<file path="config.mk">
export PLATFORM = sky130hd
export DESIGN_NAME = result_output_port
export DESIGN_NICKNAME = d
export VERILOG_FILES = /design/src/inc/result_port_pkg.sv /design/src/rtl/result_output_port.sv /design/src/rtl/result_fifo.sv
export SDC_FILE = /design/constraint.sdc
export NUM_CORES = 1
export LEC_CHECK = 0
export BUFFER_PORTS_ARGS = -buffer_cell sky130_fd_sc_hd__buf_2
export CAP_MARGIN = 20
export CORE_ASPECT_RATIO = 1.5
export CORE_MARGIN = 2
export CORE_UTILIZATION = 55
export CTS_BUF_LIST = sky130_fd_sc_hd__clkbuf_2 sky130_fd_sc_hd__clkbuf_4 sky130_fd_sc_hd__clkbuf_8
export DETAILED_ROUTE_END_ITERATION = 10
export PLACE_DENSITY = 0.71
export SYNTH_ARGS = -nofsm -noshare
export SYNTH_HDL_FRONTEND = slang
export SYNTH_HIERARCHICAL = 1
export SYNTH_SLANG_ARGS = --single-unit
</file>
<file path="constraint.sdc">
create_clock -name clk -period 7.6 [get_ports clk]
set_input_delay 0.38 -clock clk [delete_from_list [all_inputs] [get_ports clk]]
set_output_delay 0.38 -clock clk [all_outputs]
set_load 0.05 [all_outputs]
</file>
<file path="src/inc/result_port_pkg.sv">
// Shared constants and carrier types for the conversion result output port.
// Assumes a single 200 MHz clock domain inside the device.
package result_port_pkg;
    // =========================================================
    // Widths and counts
    localparam int unsigned RESULT_W       = 16;
    localparam int unsigned BYTE_W         = 8;
    localparam int unsigned SERIAL_PULSES  = 16;
    localparam int unsigned FIFO_DEPTH     = 8;
    // =========================================================
    // Timing
    localparam int unsigned CLK_PERIOD_PS  = 5000;
    localparam int unsigned HALF_BIT_PS    = 40000;   // internal shift clock half period
    localparam int unsigned HALF_BIT_CYC   = (HALF_BIT_PS + CLK_PERIOD_PS - 1) / CLK_PERIOD_PS;
    localparam int unsigned CONV_TIME_PS   = 200000;  // conversion duration
    localparam int unsigned CONV_CYC       = (CONV_TIME_PS + CLK_PERIOD_PS - 1) / CLK_PERIOD_PS;
    localparam logic [RESULT_W-1:0] RESULT_RESET = 16'h0000;
    localparam logic [RESULT_W-1:0] SIGN_FLIP    = 16'h8000;

    // Host control pins after synchronisation
    typedef struct packed {
        logic chip_sel_n;
        logic read_conv;
        logic byte_sel;
        logic code_format_sel;
        logic clock_source_sel;
        logic ext_clk;
    } host_pins_type;

    // Parallel data pin group
    typedef struct packed {
        logic [BYTE_W-1:0] data;
        logic [BYTE_W-1:0] oe;
    } par_bus_type;

    // Serial state
    typedef enum logic [1:0] {
        SER_IDLE  = 2'b00,
        SER_HIGH  = 2'b01,
        SER_LOW   = 2'b10
    } ser_state_type;
endpackage

</file>
<file path="src/rtl/result_output_port.sv">
// Result output port of a 16-bit sampling converter: parallel byte bus,
// serial shifter with external or internal shift clock, busy flag.
// Assumes host pins are asynchronous; raw results come from the core.
// Function
// - high format select means straight binary
// - external mode shifts on host clock
// - internal mode: convert sends previous result
// - byte select high low byte, else high
// - drive bus only chip select low, read high
// - top pins follow byte select; may float
// - chip select fall with read low converts
// - busy low from start until result enters buffer
// - internal mode 16 pulses then clock low
`timescale 1ns/100ps
`default_nettype none
module result_output_port
    import result_port_pkg::*;
#(
    parameter int unsigned CONV_CYCLES = CONV_CYC,
    parameter int unsigned HALF_CYCLES = HALF_BIT_CYC
) (
    input  wire logic                clk,
    input  wire logic                rst_n,
    input  wire logic [RESULT_W-1:0] core_result,
    input  wire logic                chip_sel_n,
    input  wire logic                read_conv,
    input  wire logic                byte_sel,
    input  wire logic                code_format_sel,
    input  wire logic                clock_source_sel,
    input  wire logic                shift_clk_in,
    output logic                     serial_shift_clock,
    output logic                     serial_shift_clock_oe,
    output logic                     serial_out,
    output logic [BYTE_W-1:0]        par_data,
    output logic [BYTE_W-1:0]        par_oe,
    output logic                     busy_n,
    output logic                     sample_valid,
    input  wire logic                sample_ready,
    output logic [RESULT_W-1:0]      sample_data
);
    import result_port_pkg::*;

    // =========================================================
    // Input synchronisers
    host_pins_type    meta_q;
    host_pins_type    sync_q;
    logic             conv_req_q;
    logic             ext_clk_d1_q;
    always_ff @(posedge clk) begin
        if (!rst_n) begin
            meta_q <= '{chip_sel_n: 1'b1, read_conv: 1'b1, default: 1'b0};
            sync_q <= '{chip_sel_n: 1'b1, read_conv: 1'b1, default: 1'b0};
        end else begin
            meta_q <= '{chip_sel_n, read_conv, byte_sel, code_format_sel,
                        clock_source_sel, shift_clk_in};
            sync_q <= meta_q;
        end
    end

    // OR of chip select and read: falling edge starts a conversion
    logic conv_or;
    logic conv_start;
    assign conv_or    = sync_q.chip_sel_n | sync_q.read_conv;
    assign conv_start = conv_req_q && !conv_or;

    always_ff @(posedge clk) begin
        if (!rst_n) begin
            conv_req_q   <= 1'b1;
            ext_clk_d1_q <= 1'b0;
        end else begin
            conv_req_q   <= conv_or;
            ext_clk_d1_q <= sync_q.ext_clk;
        end
    end

    // =========================================================
    // Conversion timer and busy flag
    logic [$clog2(CONV_CYCLES+1)-1:0] conv_cnt_q;
    logic                             busy_q;
    logic                             conv_done;
    assign conv_done = busy_q && (conv_cnt_q == '0);

    always_ff @(posedge clk) begin
        if (!rst_n) begin
            busy_q     <= 1'b0;
            conv_cnt_q <= '0;
        end else if (conv_start && !busy_q) begin
            busy_q     <= 1'b1;
            conv_cnt_q <= ($clog2(CONV_CYCLES+1))'(CONV_CYCLES - 1);
        end else if (conv_done) begin
            busy_q     <= 1'b0;
        end else if (busy_q) begin
            conv_cnt_q <= conv_cnt_q - 1'b1;
        end
    end
    assign busy_n = !busy_q;

    // =========================================================
    // Result buffer between core and output register
    logic [RESULT_W-1:0] fifo_data;
    logic                fifo_valid;
    logic                fifo_in_ready;
    logic                fifo_pop;

    result_fifo #(
        .WIDTH (RESULT_W),
        .DEPTH (FIFO_DEPTH)
    ) u_fifo (
        .clk       (clk),
        .rst_n     (rst_n),
        .in_data   (core_result),
        .in_valid  (conv_done),
        .in_ready  (fifo_in_ready),
        .out_data  (fifo_data),
        .out_valid (fifo_valid),
        .out_ready (fifo_pop)
    );

    // Output register takes the oldest result when the shifter is idle
    // and the stream consumer has room, so no held sample is overwritten
    ser_state_type       ser_q;
    logic [RESULT_W-1:0] out_q;
    logic [RESULT_W-1:0] shift_q;
    logic [4:0]          bit_cnt_q;
    logic                hold_q;
    assign fifo_pop = fifo_valid && (ser_q == SER_IDLE) && !conv_start
                      && (!hold_q || sample_ready);

    // Coding: straight binary, or twos complement via MSB flip
    logic [RESULT_W-1:0] coded;
    assign coded = sync_q.code_format_sel ? fifo_data : (fifo_data ^ SIGN_FLIP);

    always_ff @(posedge clk) begin
        if (!rst_n) begin
            out_q <= RESULT_RESET;
        end else if (fifo_pop) begin
            out_q <= coded;
        end
    end

    // Sample stream copy for on-chip consumers
    always_ff @(posedge clk) begin
        if (!rst_n) begin
            hold_q      <= 1'b0;
            sample_data <= RESULT_RESET;
        end else if (fifo_pop) begin
            hold_q      <= 1'b1;
            sample_data <= coded;
        end else if (sample_ready) begin
            hold_q      <= 1'b0;
        end
    end
    assign sample_valid = hold_q;

    // =========================================================
    // Parallel bus
    logic par_en;
    assign par_en = !sync_q.chip_sel_n && sync_q.read_conv;
    always_ff @(posedge clk) begin
        if (!rst_n) begin
            par_data <= '0;
        end else begin
            par_data <= sync_q.byte_sel ? out_q[BYTE_W-1:0]
                                        : out_q[RESULT_W-1:BYTE_W];
        end
    end
    assign par_oe = {BYTE_W{par_en}};

    // =========================================================
    // Serial shifter
    logic [$clog2(HALF_CYCLES+1)-1:0] half_q;
    logic                             int_clk_q;
    logic                             ext_rise;
    assign ext_rise = sync_q.ext_clk && !ext_clk_d1_q;

    always_ff @(posedge clk) begin
        if (!rst_n) begin
            ser_q     <= SER_IDLE;
            shift_q   <= RESULT_RESET;
            bit_cnt_q <= '0;
            half_q    <= '0;
            int_clk_q <= 1'b0;
        end else begin
            unique case (ser_q)
                SER_IDLE: begin
                    int_clk_q <= 1'b0;
                    if (sync_q.clock_source_sel) begin
                        if (par_en && ext_rise) begin
                            shift_q <= {shift_q[RESULT_W-2:0], 1'b0};
                        end else if (!par_en) begin
                            shift_q <= out_q;
                        end
                    end else if (conv_start) begin
                        shift_q   <= out_q;
                        bit_cnt_q <= 5'(SERIAL_PULSES);
                        half_q    <= ($clog2(HALF_CYCLES+1))'(HALF_CYCLES - 1);
                        ser_q     <= SER_LOW;
                    end
                end
                SER_LOW: begin
                    if (half_q == '0) begin
                        int_clk_q <= 1'b1;
                        half_q    <= ($clog2(HALF_CYCLES+1))'(HALF_CYCLES - 1);
                        ser_q     <= SER_HIGH;
                    end else begin
                        half_q <= half_q - 1'b1;
                    end
                end
                SER_HIGH: begin
                    if (half_q == '0) begin
                        int_clk_q <= 1'b0;
                        half_q    <= ($clog2(HALF_CYCLES+1))'(HALF_CYCLES - 1);
                        shift_q   <= {shift_q[RESULT_W-2:0], 1'b0};
                        bit_cnt_q <= bit_cnt_q - 1'b1;
                        ser_q     <= (bit_cnt_q == 5'd1) ? SER_IDLE : SER_LOW;
                    end else begin
                        half_q <= half_q - 1'b1;
                    end
                end
                default: ser_q <= SER_IDLE;
            endcase
        end
    end

    assign serial_shift_clock    = int_clk_q;
    assign serial_shift_clock_oe = !sync_q.clock_source_sel;
    assign serial_out            = shift_q[RESULT_W-1];

    // Busy length count for the duration check
    logic [$clog2(CONV_CYCLES+1)-1:0] busy_len_q;
    always_ff @(posedge clk) begin
        if (!rst_n || !busy_q) begin
            busy_len_q <= '0;
        end else begin
            busy_len_q <= busy_len_q + 1'b1;
        end
    end
endmodule
`default_nettype wire

</file>
<file path="src/rtl/result_fifo.sv">
// Small synchronous FIFO for conversion results.
// Assumes one clock; both sides handshake with valid and ready.
`timescale 1ns/100ps
`default_nettype none
module result_fifo #(
    parameter int unsigned WIDTH = 16,
    parameter int unsigned DEPTH = 8
) (
    input  wire logic             clk,
    input  wire logic             rst_n,
    input  wire logic [WIDTH-1:0] in_data,
    input  wire logic             in_valid,
    output logic                  in_ready,
    output logic      [WIDTH-1:0] out_data,
    output logic                  out_valid,
    input  wire logic             out_ready
);
    localparam int unsigned AW = (DEPTH > 1) ? $clog2(DEPTH) : 1;
    logic [WIDTH-1:0] mem_q [DEPTH];
    logic [AW-1:0]    wr_q;
    logic [AW-1:0]    rd_q;
    logic [AW:0]      cnt_q;
    logic             push;
    logic             pop;

    // Handshake terms
    assign in_ready  = (cnt_q != (AW+1)'(DEPTH));
    assign out_valid = (cnt_q != '0);
    assign push      = in_valid && in_ready;
    assign pop       = out_valid && out_ready;
    assign out_data  = mem_q[rd_q];

    // Storage
    always_ff @(posedge clk) begin
        if (push) begin
            mem_q[wr_q] <= in_data;
        end
    end

    // Pointers and fill level
    always_ff @(posedge clk) begin
        if (!rst_n) begin
            wr_q  <= '0;
            rd_q  <= '0;
            cnt_q <= '0;
        end else begin
            if (push) begin
                wr_q <= (wr_q == AW'(DEPTH-1)) ? '0 : wr_q + 1'b1;
            end
            if (pop) begin
                rd_q <= (rd_q == AW'(DEPTH-1)) ? '0 : rd_q + 1'b1;
            end
            cnt_q <= cnt_q + (AW+1)'(push) - (AW+1)'(pop);
        end
    end
endmodule
`default_nettype wire

</file>
==> impl_metrics.tcl, run 1 <==
set metrics [dict create \
    status "completed" \
    yosys.area.top_type "edfxtp_1" \
    cpPeakStageDelay_ps 930 \
    gp_congestion 0.831 \
    drt_iter0_drc 257 \
    finalWorstSetupSlack_ps 4100 \
    crit_buf_inv 2 \
    cts_sinks 215 \
    cp_cell_sequence "inv_1, ha_1, and4b_1, and2_1, ha_1, inv_1, ha_1, fa_1, xor2_1, and2_1" \
    finalCritPeriodShare 0.460 \
    tns_ps 0 \
    p_int_uw 2050 \
    power.total_uw 3010 \
    cts_buffers 31 \
    ant_nets 0 \
    cp-start-kind "flip-flop" \
    cts_hold_buf 1 \
    fp.dieH_microns 159 \
    drc 0 \
    clock.fmax_mhz 286 \
    firstDrtPassIters 4 \
    finalSetupViolations 0 \
    fp-row-count 56 \
    grt_setup_unrepaired "false" \
    dieArea_sq_um 17000 \
    combinationalPowerShare 0.255 \
    synth_cells 571 \
    worstSetupPathType "flip-flop to flip-flop" \
    io_buffers 61 \
    maxSlewViolCount 0 \
    place_hpwl_microns 10800 \
    syn_avg_cell_area_sq_um 15.4 \
    diodes 0 \
    synthTopCellsByArea "edfxtp_1 44%, dfxtp_1 20%, mux4_1 8.4%, mux2i_1 5.4%, ha_1 2.7%" \
    grt_pass1_vias 5004 \
    reg2reg_to "u_fifo/cnt_q[2]$_SDFF_PN0_" \
    power_frac_seq 0.470 \
    syn-cell-area_sq_um 8790 \
    nFillCells 1154 \
    reg2regPathDepth 10 \
    dpl_worst_slack_ps 4080 \
    finalHoldViolCount 0 \
    drv_cap 0 \
    r2r-start "ser_q[0]$_SDFFE_PN0P_" \
    syn_nets 616 \
    die_x_microns 107 \
    grt_usage 0.198 \
    holdCritPathClass "input pin to flip-flop" \
    grt_max_degree 43 \
    crit_path_max_fanout 18 \
    cp_common_cell "ha_1" \
    whs_path_depth 2 \
    path_delay_family "simple AND/OR/NAND/NOR gates" \
    synth-edff-count 128 \
    finalNetCount 684 \
    cp_slowest_cell "and4b_1" \
    antenna_found_initial 0 \
    vias 4881 \
    clkLatencyLatePin_ps 550 \
    post_cts_buffers 0 \
    fin_worst_skew_ps 7.70 \
    worst_ep_required_time_ps 8050 \
    vdd_ir_drop_max_mv 0.186 \
    hold_start "chip_sel_n" \
    worstPathArrival_ps 3940 \
    wire_per_inst_microns 19.3 \
    cts.repair.resized 0 \
    yosysSeqAreaShare 0.635 \
    num_io_pins 62 \
    min_period_ps 3500 \
    cts_root_buf "clkbuf_8" \
    relSlewSlack 0.348 \
    drive_gt1_frac 0.229 \
    ys_top_cells_by_count "128 x edfxtp_1, 87 x dfxtp_1, 47 x mux2i_1" \
    tritoncts "yes" \
    synthFlopType "edfxtp_1" \
    p_sw_uw 964 \
    worstHoldEndpoint "meta_q[5]$_SDFF_PN1_" \
    clkPwrFrac 0.274 \
    start_util 0.563 \
    yosysUniqueCellTypes 63 \
    yosysWarnings 6 \
    via_per_inst 5.66 \
    area_growth_pct 11.7 \
    regToRegSetupSlack_ps 4100 \
    clock_path_buffers 3 \
    critPathCaptureType "flip-flop" \
    ys_ff_latch 215 \
    grt_pass1_wl_microns 26300 \
    tightest_slew_ps 976 \
    routed_wl_microns 16700 \
    async_flop_share 0 \
    synth_top_area_frac 0.437 \
    p_leak_uw 0.00364 \
    p_per_area_nw_per_um2 307 \
    power.share.switching 0.320 \
    core_area_sq_um 15600 \
    synth_most_common_cell "edfxtp_1" \
    cts.reportedPaths.clkPinSlew_ps 60 \
    grt_remaining_overflow 0 \
    htreeDepth 1 \
]
[layout make-up]
cell class                      instances  area, sq um  share of cell area
Sequential cell                       215         5590               0.569
Multi-Input combinational cell        303         2980               0.304
Clock buffer                           41          502              0.0511
Timing Repair Buffer                   69          368              0.0375
Tap cell                              203          254              0.0259
Inverter                               19         71.3             0.00726
Clock inverter                         13         56.3             0.00573
[state kept, by name (all words and copies together), names as in the netlist, 2 cells and up, named ones only]
signal / count
meta_q: 6
conv_cnt_q: 6
u_fifo/cnt_q: 4
u_fifo/rd_q: 3
u_fifo/mem_q: 128
sample_data: 16
sync_q: 6
half_q: 4
shift_q: 16
ser_q: 2
par_data: 8
u_fifo/wr_q: 3
bit_cnt_q: 5
[through the flow]
stage / std cells / util / area, sq um / hold slack, ps
global placement: 808 / 0.592 / 9250 / 415
finish: 863 / 0.628 / 9820 / 27.0
detailed placement: 808 / 0.592 / 9250 / 405
CTS: 863 / 0.628 / 9820 / 1.87
floorplan: 571 / - / 8790 / 386
global route: 863 / 0.628 / 9820 / 25.7
[worst reg2reg max path, cell delays in order (launching register included)]
cell and delay, ps:
dfxtp_1 340, inv_1 120, ha_1 530, and4b_1 930, and2_1 370, ha_1 170, inv_1 40, ha_1 200
fa_1 390, xor2_1 150, and2_1 150
[logic make-up after synthesis]
kind of cell / share of synthesized area
adders and majority gates: 0.0293
and+or+nand+nor: 0.0780
AOI/OAI and AO/OA: 0.0538
DFF: 0.635
muxes: 0.169
buffers and inverters: 0.0316
xor gates and xnor gates: 0.00299
[layout by cell type, fill, tap and decap left out, types with 3 or more instances in the layout]
master,count
a211oi_1,5
a21oi_1,14
a311oi_1,4
and2_1,13
buf_2,61
buf_4,7
clkbuf_4,10
clkbuf_8,31
clkinv_1,10
clkinv_2,3
dfxtp_1,87
edfxtp_1,128
ha_1,19
inv_1,18
mux2_2,16
mux2i_1,47
mux4_1,28
mux4_2,4
nand2_1,18
nand2b_1,14
nand4_1,3
nor2_1,40
nor2b_1,3
nor3_1,7
nor3_4,4
o2bb2ai_1,14
or3_1,3
[worst max path at each step]
stage	startpoint	to	slack, ps	cells past startpoint
after floorplan	conv_cnt_q[2]$_SDFFE_PN0P_	u_fifo/mem_q[0][0]$_DFFE_PP_	4440	4
after global placement	ser_q[0]$_SDFFE_PN0P_	u_fifo/cnt_q[1]$_SDFF_PN0_	4270	9
after detailed placement	ser_q[0]$_SDFFE_PN0P_	u_fifo/cnt_q[2]$_SDFF_PN0_	4080	10
after CTS	ser_q[0]$_SDFFE_PN0P_	u_fifo/cnt_q[2]$_SDFF_PN0_	4080	10
after global routing	ser_q[0]$_SDFFE_PN0P_	u_fifo/cnt_q[2]$_SDFF_PN0_	3870	10
final	ser_q[0]$_SDFFE_PN0P_	u_fifo/cnt_q[2]$_SDFF_PN0_	4100	10
[power groups by stage]
stage          Combinational [uW]  Sequential, uW  Clock (uW)
4_1_cts                       776            1420         852
3_5_place_dp                  772            1440           0
6_report                      769            1420         826
2_1_floorplan                 480            1560           0
3_3_place_gp                  746            1440           0
5_1_grt                       829            1430         896
[metal layers]
metal  part of all wire  routed length [microns]  vias to the layer above  global-route usage
met4              0.030                      502                        0              0.0750
met1               0.41                     6780                     2414               0.239
met3              0.032                      539                       39              0.0250
met5                  0                        0                        -                   0
li1                   -                        -                     2312                   -
met2               0.53                     8850                      116               0.356
No activity file was read; power rests on OpenSTA's default activity.
==> run 2: changes to the inputs <==
clock period = 3.3 ns   (was 7.6 ns; I/O delays follow)
==> run 2 against run 1 <==
Sequential share of layout area fell by 1.6 points. Die area did not move. Sequential power rose by 130%. Cell area up 3.0%. Via count increased by 4.0%. Clock power up 130%. Global-route usage is 0.91 points higher. Final cell count up 4.1%. Clock-buffer cell count rose by 2. Maximum frequency increased by 26%. Critical endpoint unchanged. Non-clock buffer count up 33. Routed wire length grew 3.9%.
==> impl_metrics.tcl, run 2 (synthesized netlist as in run 1, its figures left out) <==
set metrics [dict create \
    grt_usage 0.208 \
    drc 0 \
    path_delay_family "simple AND/OR/NAND/NOR gates" \
    p_leak_uw 0.00379 \
    antenna_found_initial 0 \
    grt_pass1_vias 5283 \
    fin_util 0.647 \
    cp_slowest_cell "nor4_1" \
    clkLatencyLatePin_ps 550 \
    crit_buf_inv 1 \
    via_per_inst 5.65 \
    finalNetCount 717 \
    diodes 0 \
    largest_reg_flops 128 \
    cp_cell_sequence "nor4_1, and3_1, nand2_2, ha_1, inv_1, ha_1, fa_1, xor2_1, and2_1" \
    core_area_sq_um 15600 \
    num_io_pins 62 \
    place_hpwl_microns 11300 \
    status "completed" \
    cp_common_cell "ha_1" \
    htreeDepth 1 \
    clock_path_buffers 3 \
    dieArea_sq_um 17000 \
    tritoncts "yes" \
    die_x_microns 107 \
    critPathCaptureType "flip-flop" \
    reg_top3 "u_fifo/mem_q x128, sample_data x16, shift_q x16" \
    p_per_area_nw_per_um2 692 \
    fin_worst_skew_ps 10.9 \
    worstSetupPathType "flip-flop to flip-flop" \
    layout_commonest_cell "edfxtp_1" \
    clock.fmax_mhz 360 \
    vdd_ir_drop_max_mv 0.385 \
    largest-register "u_fifo/mem_q" \
    grt_setup_unrepaired "false" \
    cts.repair.resized 0 \
    io_buffers 61 \
    start_util 0.563 \
    cts_buffers 31 \
    cpPeakStageDelay_ps 600 \
    maxSlewViolCount 0 \
    grt_remaining_overflow 0 \
    min_period_ps 2780 \
    tns_ps 0 \
    finalCritPeriodShare 0.841 \
    cts.reportedPaths.clkPinSlew_ps 60 \
    finalHoldViolCount 0 \
    cts_root_buf "clkbuf_8" \
    ant_nets 0 \
    cp-start-kind "flip-flop" \
    tightest_slew_ps 751 \
    firstDrtPassIters 4 \
    relSlewSlack 0.499 \
    fp-row-count 56 \
    vias 5075 \
    crit_path_max_fanout 8 \
    worstPathArrival_ps 3220 \
    gp_congestion 0.828 \
    area_growth_pct 15.0 \
    grt_max_degree 37 \
    drt_iter0_drc 306 \
    routed_wl_microns 17300 \
    worst_ep_required_time_ps 3750 \
    fp.dieH_microns 159 \
    cts_sinks 215 \
    grt_pass1_wl_microns 27500 \
    drive_gt1_frac 0.232 \
    layout_common_cells "128 x edfxtp_1, 87 x dfxtp_1, 61 x buf_2" \
    drv_cap 0 \
    finalSetupViolations 0 \
    holdCritPathClass "input pin to flip-flop" \
    wire_per_inst_microns 19.3 \
]
==> run 2: changes by cell type in the layout (fill, tap and decap cells not counted), sizes merged <==
cell         before  now
dlygate4sd3       1   24
buf              68   78
clkbuf           41   43
==> run 2: worst paths after layout <==
kind / from / end / slack, ps / cells past startpoint
min: read_conv / meta_q[4]$_SDFF_PN1_ / 340 / 3
max: conv_cnt_q[2]$_SDFFE_PN0P_ / u_fifo/cnt_q[2]$_SDFF_PN0_ / 520 / 9
min reg2reg: meta_q[4]$_SDFF_PN1_ / sync_q[4]$_SDFF_PN1_ / 430 / 1
max reg2reg: conv_cnt_q[2]$_SDFFE_PN0P_ / u_fifo/cnt_q[2]$_SDFF_PN0_ / 520 / 9
==> run 2: stage by stage <==
step / instance area, sq um / hold WS (ps) / total power (uW) / std cells / worst slack (ps)
floorplan: 8790 / 264 / 4700 / 571 / 143
global placement: 9300 / 350 / 5040 / 818 / 698
detailed placement: 9300 / 352 / 5120 / 818 / 505
CTS: 10100 / 316 / 7060 / 898 / 494
global route: 10100 / 332 / 7330 / 898 / 241
finish: 10100 / 343 / 6990 / 898 / 524
==> run 2: layout make-up <==
type / instances / area (sq um)
sequential: 215 / 5590
fill: 1136 / 5510
multi-input combinational: 303 / 2960
timing repair buffer: 102 / 673
clock buffer: 43 / 517
tap: 203 / 254
inverter: 19 / 71.3
clock inverter: 13 / 53.8
==> run 2: what timing repair did <==
item                                   CTS  global route
hold buffers                            24             0
setup endpoints to repair                0             0
buffers inserted                         0             0
endpoints found under the hold margin  137             0
==> run 2: power by group <==
group	leakage, uW	switching [uW]	total, uW	internal (uW)
clock network	0.000299	908	1910	1000
registers	0.00186	209	3250	3040
logic	0.00163	1100	1840	738
==> run 2: worst register-to-register path, stage by stage, from the launching register on <==
cell and delay [ps]:
dfxtp_1 360, nor4_1 600, and3_1 290, nand2_2 170, ha_1 340, inv_1 40, ha_1 200, fa_1 390
xor2_1 150, and2_1 150
==> run 2: per-layer routing <==
layer	vias to the layer above	track usage	share of wire
li1	2377	-	-
met1	2513	0.238	0.39
met2	144	0.380	0.53
met3	41	0.0324	0.045
met4	0	0.0815	0.028
met5	-	0	0
